File: config.mk
export PLATFORM = sky130hd
export DESIGN_NAME = rtca_top
export DESIGN_NICKNAME = d
export VERILOG_FILES = /design/src/rtca_pkg.sv /design/src/rtca_bcd_pair.sv /design/src/rtca_alarm_match.sv /design/src/rtca_top.sv
export SDC_FILE = /design/constraint.sdc
export NUM_CORES = 1
export LEC_CHECK = 0
export BUFFER_PORTS_ARGS = -buffer_cell sky130_fd_sc_hd__buf_2
export CORE_AREA = 2 2 119 121
export CTS_CLUSTER_DIAMETER = 100
export DETAILED_ROUTE_END_ITERATION = 6
export DIE_AREA = 0 0 121 123
export PLACE_DENSITY = 0.95
export SYNTH_ARGS = -nofsm -noshare
export SYNTH_HDL_FRONTEND = slang
export SYNTH_SLANG_ARGS = --single-unit
File: constraint.sdc
create_clock -name clk_sys -period 7.6 [get_ports clk_sys]
set_input_delay 0.76 -clock clk_sys [delete_from_list [all_inputs] [get_ports clk_sys]]
set_output_delay 0.76 -clock clk_sys [all_outputs]
set_load 0.05 [all_outputs]
File: src/rtca_pkg.sv
`default_nettype none
package rtca_pkg;
  // Register indices on the local register port; byte address = 4 * index
  localparam logic [7:0] IDX_CLOCK_CTRL = 8'h00;
  localparam logic [7:0] IDX_ALARM_CTRL = 8'h01;
  localparam logic [7:0] IDX_CUR_TIME   = 8'h02;
  localparam logic [7:0] IDX_CUR_DATE   = 8'h03;
  localparam logic [7:0] IDX_ALARM_TIME = 8'h04;
  localparam logic [7:0] IDX_ALARM_DATE = 8'h05;

  // Writable bits of the alarm value registers
  localparam logic [31:0] ALARM_TIME_MASK = 32'h3F7F_7F00;
  localparam logic [31:0] ALARM_DATE_MASK = 32'h001F_3F07;

  // Digit field masks, time register
  localparam logic [31:0] SEC_UNITS_M  = 32'h0000_0F00;
  localparam logic [31:0] SEC_TENS_M   = 32'h0000_7000;
  localparam logic [31:0] MIN_UNITS_M  = 32'h000F_0000;
  localparam logic [31:0] MIN_TENS_M   = 32'h0070_0000;
  localparam logic [31:0] HOUR_M       = 32'h3F00_0000;
  // Digit field masks, date register
  localparam logic [31:0] WDAY_M       = 32'h0000_0007;
  localparam logic [31:0] DAY_M        = 32'h0000_3F00;
  localparam logic [31:0] MONTH_M      = 32'h001F_0000;

  // Field positions
  localparam int SEC_LSB   = 8;
  localparam int MIN_LSB   = 16;
  localparam int HOUR_LSB  = 24;
  localparam int WDAY_LSB  = 0;
  localparam int DAY_LSB   = 8;
  localparam int MONTH_LSB = 16;
  localparam int YEAR_LSB  = 24;

  // Alarm control fields
  localparam int ALM_EN_BIT    = 15;
  localparam int ALM_CHIME_BIT = 14;
  localparam int ALM_PIV_BIT   = 13;
  localparam int ALM_MASK_LSB  = 8;
  localparam int ALM_RPT_LSB   = 0;
  // Clock control fields
  localparam int CLK_ON_BIT    = 15;
  localparam int CLK_SEL_LSB   = 9;
  localparam int CLK_HALF_BIT  = 1;

  // Clock source codes
  localparam logic [1:0] SRC_INTERNAL = 2'h0;
  localparam logic [1:0] SRC_EXTERNAL = 2'h1;

  // Alarm interval codes
  localparam logic [3:0] INT_HALF_SEC = 4'h0;
  localparam logic [3:0] INT_SECOND   = 4'h1;
  localparam logic [3:0] INT_TEN_SEC  = 4'h2;
  localparam logic [3:0] INT_MINUTE   = 4'h3;
  localparam logic [3:0] INT_TEN_MIN  = 4'h4;
  localparam logic [3:0] INT_HOUR     = 4'h5;
  localparam logic [3:0] INT_DAY      = 4'h6;
  localparam logic [3:0] INT_WEEK     = 4'h7;
  localparam logic [3:0] INT_MONTH    = 4'h8;
  localparam logic [3:0] INT_YEAR     = 4'h9;

  // Reset values; RPT_WRAP is the repeat count reload on chime wrap
  localparam logic [7:0]  RPT_RESET   = 8'h00;
  localparam logic [7:0]  RPT_WRAP    = 8'hFF;
  localparam logic [7:0]  DAY_RESET   = 8'h01;
  localparam logic [7:0]  MONTH_RESET = 8'h01;
  localparam logic [7:0]  ZERO_BCD    = 8'h00;

  // Counting clock: 32768 Hz nominal, half a second of its edges
  localparam int OSC_HZ             = 32768;
  localparam int TICKS_PER_HALF_SEC = OSC_HZ / 2;
endpackage : rtca_pkg
`default_nettype wire

File: src/rtca_bcd_pair.sv
`default_nettype none
module rtca_bcd_pair #(
  parameter logic [7:0] RST_VAL = 8'h00
) (
  input  wire logic       clk_sys,
  input  wire logic       rst,
  input  wire logic       ce,
  input  wire logic       load,
  input  wire logic [7:0] load_val,
  input  wire logic       inc,
  input  wire logic [7:0] min_val,
  input  wire logic [7:0] max_val,
  output var  logic [7:0] value,
  output logic            carry
);
  logic [7:0] value_next;

  assign carry = inc && (value == max_val);

  // Units carry into tens at ten, not sixteen
  always_comb begin
    value_next = value;
    if (carry) begin
      value_next = min_val;
    end else if (value[3:0] >= 4'h9) begin
      value_next = {value[7:4] + 4'h1, 4'h0};
    end else begin
      value_next = {value[7:4], value[3:0] + 4'h1};
    end
  end

  always_ff @(posedge clk_sys) begin
    if (rst) begin
      value <= RST_VAL;
    end else if (ce) begin
      if (load) begin
        value <= load_val;
      end else if (inc) begin
        value <= value_next;
      end
    end
  end
endmodule : rtca_bcd_pair
`default_nettype wire

File: src/rtca_alarm_match.sv
`default_nettype none
module rtca_alarm_match
  import rtca_pkg::*;
(
  input  wire logic [31:0] cur_time,
  input  wire logic [31:0] cur_date,
  input  wire logic [31:0] alm_time,
  input  wire logic [31:0] alm_date,
  input  wire logic [3:0]  interval,
  input  wire logic        half_phase,
  output logic             match
);
  logic [31:0] tmask;
  logic [31:0] dmask;
  logic        legal;
  logic        whole_sec;

  // Longer intervals make more digit fields significant
  always_comb begin
    tmask = 32'h0000_0000;
    dmask = 32'h0000_0000;
    legal = 1'b1;
    unique case (interval)
      INT_HALF_SEC, INT_SECOND: begin
      end
      INT_TEN_SEC: tmask = SEC_UNITS_M;
      INT_MINUTE:  tmask = SEC_UNITS_M | SEC_TENS_M;
      INT_TEN_MIN: tmask = SEC_UNITS_M | SEC_TENS_M | MIN_UNITS_M;
      INT_HOUR:    tmask = SEC_UNITS_M | SEC_TENS_M | MIN_UNITS_M
                           | MIN_TENS_M;
      INT_DAY:     tmask = SEC_UNITS_M | SEC_TENS_M | MIN_UNITS_M
                           | MIN_TENS_M | HOUR_M;
      INT_WEEK: begin
        tmask = SEC_UNITS_M | SEC_TENS_M | MIN_UNITS_M | MIN_TENS_M
                | HOUR_M;
        dmask = WDAY_M;
      end
      INT_MONTH: begin
        tmask = SEC_UNITS_M | SEC_TENS_M | MIN_UNITS_M | MIN_TENS_M
                | HOUR_M;
        dmask = DAY_M;
      end
      INT_YEAR: begin
        tmask = SEC_UNITS_M | SEC_TENS_M | MIN_UNITS_M | MIN_TENS_M
                | HOUR_M;
        dmask = DAY_M | MONTH_M;
      end
      default: legal = 1'b0;
    endcase
  end

  // Only the half-second interval fires on the half-second phase
  assign whole_sec = (interval == INT_HALF_SEC) || !half_phase;
  assign match = legal && whole_sec
                 && (((cur_time ^ alm_time) & tmask) == 32'h0000_0000)
                 && (((cur_date ^ alm_date) & dmask) == 32'h0000_0000);
endmodule : rtca_alarm_match
`default_nettype wire

File: src/rtca_top.sv
`default_nettype none
module rtca_top
  import rtca_pkg::*;
#(
  parameter int HALF_TICKS = TICKS_PER_HALF_SEC
) (
  input  wire logic        clk_sys,
  input  wire logic        rst,
  input  wire logic        ce,
  input  wire logic        tick_int_osc,
  input  wire logic        tick_ext_osc,
  input  wire logic        reg_wr,
  input  wire logic        reg_rd,
  input  wire logic [7:0]  reg_addr,
  input  wire logic [31:0] reg_wdata,
  output var  logic [31:0] reg_rdata,
  output var  logic        alarm_irq,
  output var  logic        alarm_pulse_out
);
  localparam logic [14:0] HALF_LAST = 15'(HALF_TICKS - 1);

  logic        wr_clk_ctrl;
  logic        wr_alm_ctrl;
  logic        wr_time;
  logic        wr_date;
  logic        wr_alm_time;
  logic        wr_alm_date;
  logic        addr_ok;
  logic [5:0]  reg_index;

  logic        on_reg;
  logic [1:0]  src_sel_reg;
  logic        src_tick;
  logic [14:0] presc_reg;
  logic        half_reg;
  logic        half_tick;
  logic        sec_tick;
  logic        eval_reg;

  logic [7:0]  sec_v;
  logic [7:0]  min_v;
  logic [7:0]  hour_v;
  logic [7:0]  day_v;
  logic [7:0]  month_v;
  logic [7:0]  year_v;
  logic [2:0]  wday_reg;
  logic        sec_c;
  logic        min_c;
  logic        hour_c;
  logic        day_c;
  logic        month_c;
  logic        leap;
  logic [7:0]  day_max;

  logic [31:0] cur_time;
  logic [31:0] cur_date;
  logic [31:0] alm_time_reg;
  logic [31:0] alm_date_reg;
  logic        alm_en_reg;
  logic        chime_reg;
  logic        piv_reg;
  logic [3:0]  interval_reg;
  logic [7:0]  rpt_reg;
  logic        match;
  logic        alarm_event;

  assign addr_ok   = (reg_addr[1:0] == 2'b00) && (reg_addr[7:6] == 2'b00);
  assign reg_index = reg_addr[7:2];
  assign wr_clk_ctrl = reg_wr && addr_ok && ({2'b00, reg_index}
                       == IDX_CLOCK_CTRL);
  assign wr_alm_ctrl = reg_wr && addr_ok && ({2'b00, reg_index}
                       == IDX_ALARM_CTRL);
  assign wr_time     = reg_wr && addr_ok && ({2'b00, reg_index}
                       == IDX_CUR_TIME);
  assign wr_date     = reg_wr && addr_ok && ({2'b00, reg_index}
                       == IDX_CUR_DATE);
  assign wr_alm_time = reg_wr && addr_ok && ({2'b00, reg_index}
                       == IDX_ALARM_TIME);
  assign wr_alm_date = reg_wr && addr_ok && ({2'b00, reg_index}
                       == IDX_ALARM_DATE);

  always_ff @(posedge clk_sys) begin
    if (rst) begin
      on_reg      <= 1'b0;
      src_sel_reg <= SRC_INTERNAL;
    end else if (ce && wr_clk_ctrl) begin
      on_reg      <= reg_wdata[CLK_ON_BIT];
      src_sel_reg <= reg_wdata[CLK_SEL_LSB +: 2];
    end
  end

  // Reserved source codes give no counting edges at all
  always_comb begin
    unique case (src_sel_reg)
      SRC_INTERNAL: src_tick = tick_int_osc;
      SRC_EXTERNAL: src_tick = tick_ext_osc;
      default:      src_tick = 1'b0;
    endcase
  end

  // Prescaler; a seconds write restarts it for a known phase
  assign half_tick = on_reg && src_tick && (presc_reg == HALF_LAST);
  assign sec_tick  = half_tick && half_reg;

  always_ff @(posedge clk_sys) begin
    if (rst) begin
      presc_reg <= 15'h0000;
      half_reg  <= 1'b0;
    end else if (ce) begin
      if (wr_time) begin
        presc_reg <= 15'h0000;
        half_reg  <= 1'b0;
      end else if (half_tick) begin
        presc_reg <= 15'h0000;
        half_reg  <= !half_reg;
      end else if (on_reg && src_tick) begin
        presc_reg <= presc_reg + 15'h0001;
      end
    end
  end

  // Leap year: BCD year divisible by four, 2000..2099 only
  assign leap = year_v[4] ? (year_v[3:0] == 4'h2 || year_v[3:0] == 4'h6)
                          : (year_v[3:0] == 4'h0 || year_v[3:0] == 4'h4
                             || year_v[3:0] == 4'h8);

  always_comb begin
    unique case (month_v)
      8'h02:                      day_max = leap ? 8'h29 : 8'h28;
      8'h04, 8'h06, 8'h09, 8'h11: day_max = 8'h30;
      default:                    day_max = 8'h31;
    endcase
  end

  rtca_bcd_pair #(.RST_VAL(ZERO_BCD)) u_sec (
    .clk_sys  (clk_sys),
    .rst      (rst),
    .ce       (ce),
    .load     (wr_time),
    .load_val ({1'b0, reg_wdata[SEC_LSB +: 7]}),
    .inc      (sec_tick),
    .min_val  (8'h00),
    .max_val  (8'h59),
    .value    (sec_v),
    .carry    (sec_c)
  );

  rtca_bcd_pair #(.RST_VAL(ZERO_BCD)) u_min (
    .clk_sys  (clk_sys),
    .rst      (rst),
    .ce       (ce),
    .load     (wr_time),
    .load_val ({1'b0, reg_wdata[MIN_LSB +: 7]}),
    .inc      (sec_c),
    .min_val  (8'h00),
    .max_val  (8'h59),
    .value    (min_v),
    .carry    (min_c)
  );

  rtca_bcd_pair #(.RST_VAL(ZERO_BCD)) u_hour (
    .clk_sys  (clk_sys),
    .rst      (rst),
    .ce       (ce),
    .load     (wr_time),
    .load_val ({2'b00, reg_wdata[HOUR_LSB +: 6]}),
    .inc      (min_c),
    .min_val  (8'h00),
    .max_val  (8'h23),
    .value    (hour_v),
    .carry    (hour_c)
  );

  rtca_bcd_pair #(.RST_VAL(DAY_RESET)) u_day (
    .clk_sys  (clk_sys),
    .rst      (rst),
    .ce       (ce),
    .load     (wr_date),
    .load_val ({2'b00, reg_wdata[DAY_LSB +: 6]}),
    .inc      (hour_c),
    .min_val  (8'h01),
    .max_val  (day_max),
    .value    (day_v),
    .carry    (day_c)
  );

  rtca_bcd_pair #(.RST_VAL(MONTH_RESET)) u_month (
    .clk_sys  (clk_sys),
    .rst      (rst),
    .ce       (ce),
    .load     (wr_date),
    .load_val ({3'b000, reg_wdata[MONTH_LSB +: 5]}),
    .inc      (day_c),
    .min_val  (8'h01),
    .max_val  (8'h12),
    .value    (month_v),
    .carry    (month_c)
  );

  // Year wraps 99 to 00 with nowhere to carry
  rtca_bcd_pair #(.RST_VAL(ZERO_BCD)) u_year (
    .clk_sys  (clk_sys),
    .rst      (rst),
    .ce       (ce),
    .load     (wr_date),
    .load_val (reg_wdata[YEAR_LSB +: 8]),
    .inc      (month_c),
    .min_val  (8'h00),
    .max_val  (8'h99),
    .value    (year_v),
    .carry    ()
  );

  always_ff @(posedge clk_sys) begin
    if (rst) begin
      wday_reg <= 3'h0;
    end else if (ce) begin
      if (wr_date) begin
        wday_reg <= reg_wdata[WDAY_LSB +: 3];
      end else if (hour_c) begin
        wday_reg <= (wday_reg >= 3'h6) ? 3'h0 : wday_reg + 3'h1;
      end
    end
  end

  // One BCD digit per nibble, unused bits zero
  assign cur_time = {2'b00, hour_v[5:0], 1'b0, min_v[6:0], 1'b0,
                     sec_v[6:0], 8'h00};
  assign cur_date = {year_v, 3'b000, month_v[4:0], 2'b00, day_v[5:0],
                     5'b00000, wday_reg};

  // Only the digit fields store; the rest stays zero
  always_ff @(posedge clk_sys) begin
    if (rst) begin
      alm_time_reg <= 32'h0000_0000;
      alm_date_reg <= 32'h0000_0000;
    end else if (ce) begin
      if (wr_alm_time) begin
        alm_time_reg <= reg_wdata & ALARM_TIME_MASK;
      end
      if (wr_alm_date) begin
        alm_date_reg <= reg_wdata & ALARM_DATE_MASK;
      end
    end
  end

  // Compare one cycle after the counters step, against the new time
  always_ff @(posedge clk_sys) begin
    if (rst) begin
      eval_reg <= 1'b0;
    end else if (ce) begin
      eval_reg <= half_tick;
    end
  end

  rtca_alarm_match u_match (
    .cur_time   (cur_time),
    .cur_date   (cur_date),
    .alm_time   (alm_time_reg),
    .alm_date   (alm_date_reg),
    .interval   (interval_reg),
    .half_phase (half_reg),
    .match      (match)
  );

  assign alarm_event = ce && eval_reg && alm_en_reg && match;

  // A software write beats the same-cycle hardware update
  always_ff @(posedge clk_sys) begin
    if (rst) begin
      alm_en_reg   <= 1'b0;
      chime_reg    <= 1'b0;
      interval_reg <= INT_HALF_SEC;
      rpt_reg      <= RPT_RESET;
    end else if (ce) begin
      if (wr_alm_ctrl) begin
        alm_en_reg   <= reg_wdata[ALM_EN_BIT];
        chime_reg    <= reg_wdata[ALM_CHIME_BIT];
        interval_reg <= reg_wdata[ALM_MASK_LSB +: 4];
        rpt_reg      <= reg_wdata[ALM_RPT_LSB +: 8];
      end else if (alarm_event) begin
        if (rpt_reg != RPT_RESET) begin
          rpt_reg <= rpt_reg - 8'h01;
        end else if (chime_reg) begin
          rpt_reg <= RPT_WRAP;
        end else begin
          alm_en_reg <= 1'b0;
        end
      end
    end
  end

  // Initial level is only taken while the alarm is off
  always_ff @(posedge clk_sys) begin
    if (rst) begin
      piv_reg         <= 1'b0;
      alarm_pulse_out <= 1'b0;
    end else if (ce) begin
      if (wr_alm_ctrl && !alm_en_reg) begin
        piv_reg         <= reg_wdata[ALM_PIV_BIT];
        alarm_pulse_out <= reg_wdata[ALM_PIV_BIT];
      end else if (alarm_event) begin
        alarm_pulse_out <= !alarm_pulse_out;
      end
    end
  end

  always_ff @(posedge clk_sys) begin
    if (rst) begin
      alarm_irq <= 1'b0;
    end else if (ce) begin
      alarm_irq <= alarm_event;
    end
  end

  always_ff @(posedge clk_sys) begin
    if (rst) begin
      reg_rdata <= 32'h0000_0000;
    end else if (ce && reg_rd) begin
      reg_rdata <= 32'h0000_0000;
      if (addr_ok) begin
        unique case ({2'b00, reg_index})
          IDX_CLOCK_CTRL: begin
            reg_rdata[CLK_ON_BIT]       <= on_reg;
            reg_rdata[CLK_SEL_LSB +: 2] <= src_sel_reg;
            reg_rdata[CLK_HALF_BIT]     <= half_reg;
          end
          IDX_ALARM_CTRL: begin
            reg_rdata[ALM_EN_BIT]        <= alm_en_reg;
            reg_rdata[ALM_CHIME_BIT]     <= chime_reg;
            reg_rdata[ALM_PIV_BIT]       <= alm_en_reg ? alarm_pulse_out
                                                       : piv_reg;
            reg_rdata[ALM_MASK_LSB +: 4] <= interval_reg;
            reg_rdata[ALM_RPT_LSB +: 8]  <= rpt_reg;
          end
          IDX_CUR_TIME:   reg_rdata <= cur_time;
          IDX_CUR_DATE:   reg_rdata <= cur_date;
          IDX_ALARM_TIME: reg_rdata <= alm_time_reg;
          IDX_ALARM_DATE: reg_rdata <= alm_date_reg;
          default:        reg_rdata <= 32'h0000_0000;
        endcase
      end
    end
  end
endmodule : rtca_top
`default_nettype wire

==> impl_metrics.yaml <==
run_status:
  status: "finished, final reports clean"
cts:
  cts.path.max_buffers: 2
  cts_root_buf: "clkbuf_16"
  cts_tree: "yes"
  h-tree-depth: 4
  clk_pin_slew_ps: 60
  cts_resized: 0
  cts_buffers: 17
  cts_setup_buffers: 0
  cts.sinks: 153
  cts_hold_buf: 0
  clk_latency_ps: 430
grt:
  antenna_found_initial: 0
  grt_pass1_vias: 8371
  overflow: 0
  grt_max_degree: 68
  grt_pass1_wl_mm: 41.7
  grt_usage_pct: 35.3
yosys:
  yosysMostFrequentCell: "nand2_1"
  synth_top_family_by_area: "simple AND/OR/NAND/NOR gates"
  synthMuxAreaShare_pct: 1.93
  synth_seq_area_share_pct: 35.0
  async_flop_share_pct: 0
  synth.distinct_cells: 71
  synth_xor_area_share_pct: 5.21
  synth_top_area_share_pct: 35.0
  synth_top_area_cell: "dfxtp_1"
  yosysWarnings: 0
  ys_top_cells_by_count: "nand2_1 (169), dfxtp_1 (153), a21oi_1 (118), nor2_1 (107), clkbuf_1 (60)"
  synth_compound_area_share_pct: 23.0
  syn-num-nets: 1214
  synthTopCellsByArea: "dfxtp_1 (35%), nand2_1 (7.3%), a21oi_1 (6.8%)"
  synth.avg_cell_area_um2: 7.74
  synthCells: 1130
  netlist_area_um2: 8740
  synth_simple_gate_area_share_pct: 24.7
  ys_ff_latch: 153
  synth_fa_ha_area_share_pct: 5.30
  synth_edf_count: 0
  synthFlopType: "dfxtp_1"
pwr:
  intPower_uw: 1480
  power_frac_seq_pct: 42.9
  switching_power_uw: 390
  p_per_area_nw_per_um2: 191
  combPwrFrac_pct: 3.4
  netSwitchingFraction_pct: 20.8
  clkPwrFrac_pct: 53.7
  p_leak_uw: 0.00354
  irDropWorstVdd_mv: 0.131
setup_path:
  rr_worst_depth: 9
  cp.arrival_ps: 3920
  crit_path_max_fanout: 12
  r2r-start: "u_sec.value[0]$_SDFFE_PP0P_"
  reg2reg_to: "u_hour.value[6]$_SDFFE_PP0P_"
  critPathKind: "reg -> reg"
  required_ps: 7950
  end_kind: "register"
  rrSetupSlack_ps: 4030
  cp-start-kind: "register"
timing:
  setup_viol: 0
  clock_skew_ps: 8.46
  relSlewSlack_pct: 20.9
  fin_tns_setup_ps: 0
  maxSlewViolCount: 0
  hold_violations: 0
  max_freq_mhz: 280
  worstMarginPinSlew_ps: 1180
  min_period_over_period_pct: 47.0
  rsz0062_at_grt: "no"
  post-route-min-period_ps: 3570
layout:
  fill_cells: 925
  area_growth_pct: 12.5
  stdcell_count: 1353
  largest_register_ffs: 31
  num_antenna_cells: 0
  drive_gt1_share_pct: 11.7
  nets: 1245
  final_util_pct: 72.2
  post-route-cell-area_um2: 9830
drt:
  drt_wl_total_mm: 26.2
  dr.pass1.iters: 7
  first_iter_violations: 1323
  detail_route.wl_per_cell_um: 19.4
  drc: 0
  vias_per_cell: 6.69
  ant_nets: 0
  num_vias: 9058
min_path:
  hp-class: "reg -> reg"
  holdPathEnd: "reg_rdata[27]$_SDFFE_PP0P_"
  min_path_cells: 2
  hold_start: "reg_rdata[27]$_SDFFE_PP0P_"
floorplanning:
  rows: 43
  num_io_pins: 81
  dieHeight_um: 123
  start_util_pct: 64.2
  dieArea_um2: 14900
  die_x_um: 121
  core_um2: 13600
placement:
  place_inst: 1322
  port_buffers: 78
  gp_congestion: 0.927
  dpl.hpwl_mm: 17.5
  dpl_cell_area_um2: 9140
job:
  drv_cap: 0
## power groups by stage
stage	Combinational, µW	Clock (µW)	Sequential, µW
floorplan	30.7	0	821
global placement	58.6	0	822
detailed placement	59.1	0	822
CTS	59.6	1010	805
global route	65.1	1040	804
finish	62.9	1010	805
## layout make-up
class	instances	area (µm²)	area share [%]
Clock inverter	11	240	2.44
Tap cell	180	225	2.29
Multi-Input combinational cell	871	5270	53.6
Inverter	31	116	1.18
Clock buffer	20	457	4.64
Sequential cell	153	3060	31.1
Timing Repair Buffer	87	460	4.68
## stage by stage
| step | setup WS [ps] | hold WS, ps | total power, µW |
|---|---|---|---|
| global route | 3840 | 483 | 1910 |
| floorplan | 4770 | 449 | 851 |
| global placement | 3830 | 440 | 881 |
| finish | 4030 | 454 | 1870 |
| detailed placement | 3680 | 451 | 882 |
| CTS | 4150 | 460 | 1870 |
## layer usage
metal / share of wire, % / track usage (%) / vias to the layer above
li1: - / - / 4114
met4: 4.7 / 19.5 / 0
met1: 38 / 44.3 / 4209
met5: 0 / 0 / -
met3: 11 / 7.84 / 144
met2: 47 / 56.5 / 591
## cells by family after synthesis
kind of cell	after synthesis
AND/OR/NAND/NOR	452
AO/OA/AOI/OAI	313
XOR/XNOR	52
adder cells (fa/ha/maj)	37
flip-flops	153
buffers and inverters	106
multiplexers	16
other	1
## cell usage in the layout, fill, tap and decap left out, types with 6 or more instances in the layout
master and instances:
a22oi_1 33, nand2_1 169, mux2i_1 9, mux2_2 7, nor2_1 107, nand4_1 19
and3_1 16, xor2_1 22, or4_1 6, and2_1 11, clkbuf_16 17, buf_2 77
ha_1 37, nor2b_1 8, dfxtp_1 153, nor4_1 8, a222oi_1 9, a21oi_1 118
o21ai_1 9, o21a_1 6, a221oi_1 7, buf_4 10, nor3_1 21, nand3_1 34
a31oi_1 8, o21ai_0 43, a211oi_1 25, nand2b_1 16, inv_1 31, nor3b_1 6
xnor2_1 30, bufinv_16 7
## worst max path at each step
stage,cells past startpoint,slack (ps),startpoint,to
after global placement,9,3830,reg_addr[1],u_hour.value[6]$_SDFFE_PP0P_
after detailed placement,9,3680,reg_addr[1],u_hour.value[6]$_SDFFE_PP0P_
after global routing,9,3840,u_sec.value[0]$_SDFFE_PP0P_,u_hour.value[6]$_SDFFE_PP0P_
after CTS,9,4150,reg_addr[1],u_hour.value[6]$_SDFFE_PP0P_
after floorplan,9,4770,reg_addr[1],presc_reg[8]$_SDFFE_PP0P_
final,9,4030,u_sec.value[0]$_SDFFE_PP0P_,u_hour.value[6]$_SDFFE_PP0P_
## critical path, stage by stage (launching register included)
cell and delay [ps]:
dfxtp_1 600, ha_1 260, nand4b_1 120, nor3_1 560, nand3_1 440, o21ai_0 300
and2_1 410, nand2_1 210, or4_1 430, a21oi_1 160
(Power assumes the default switching activity.)
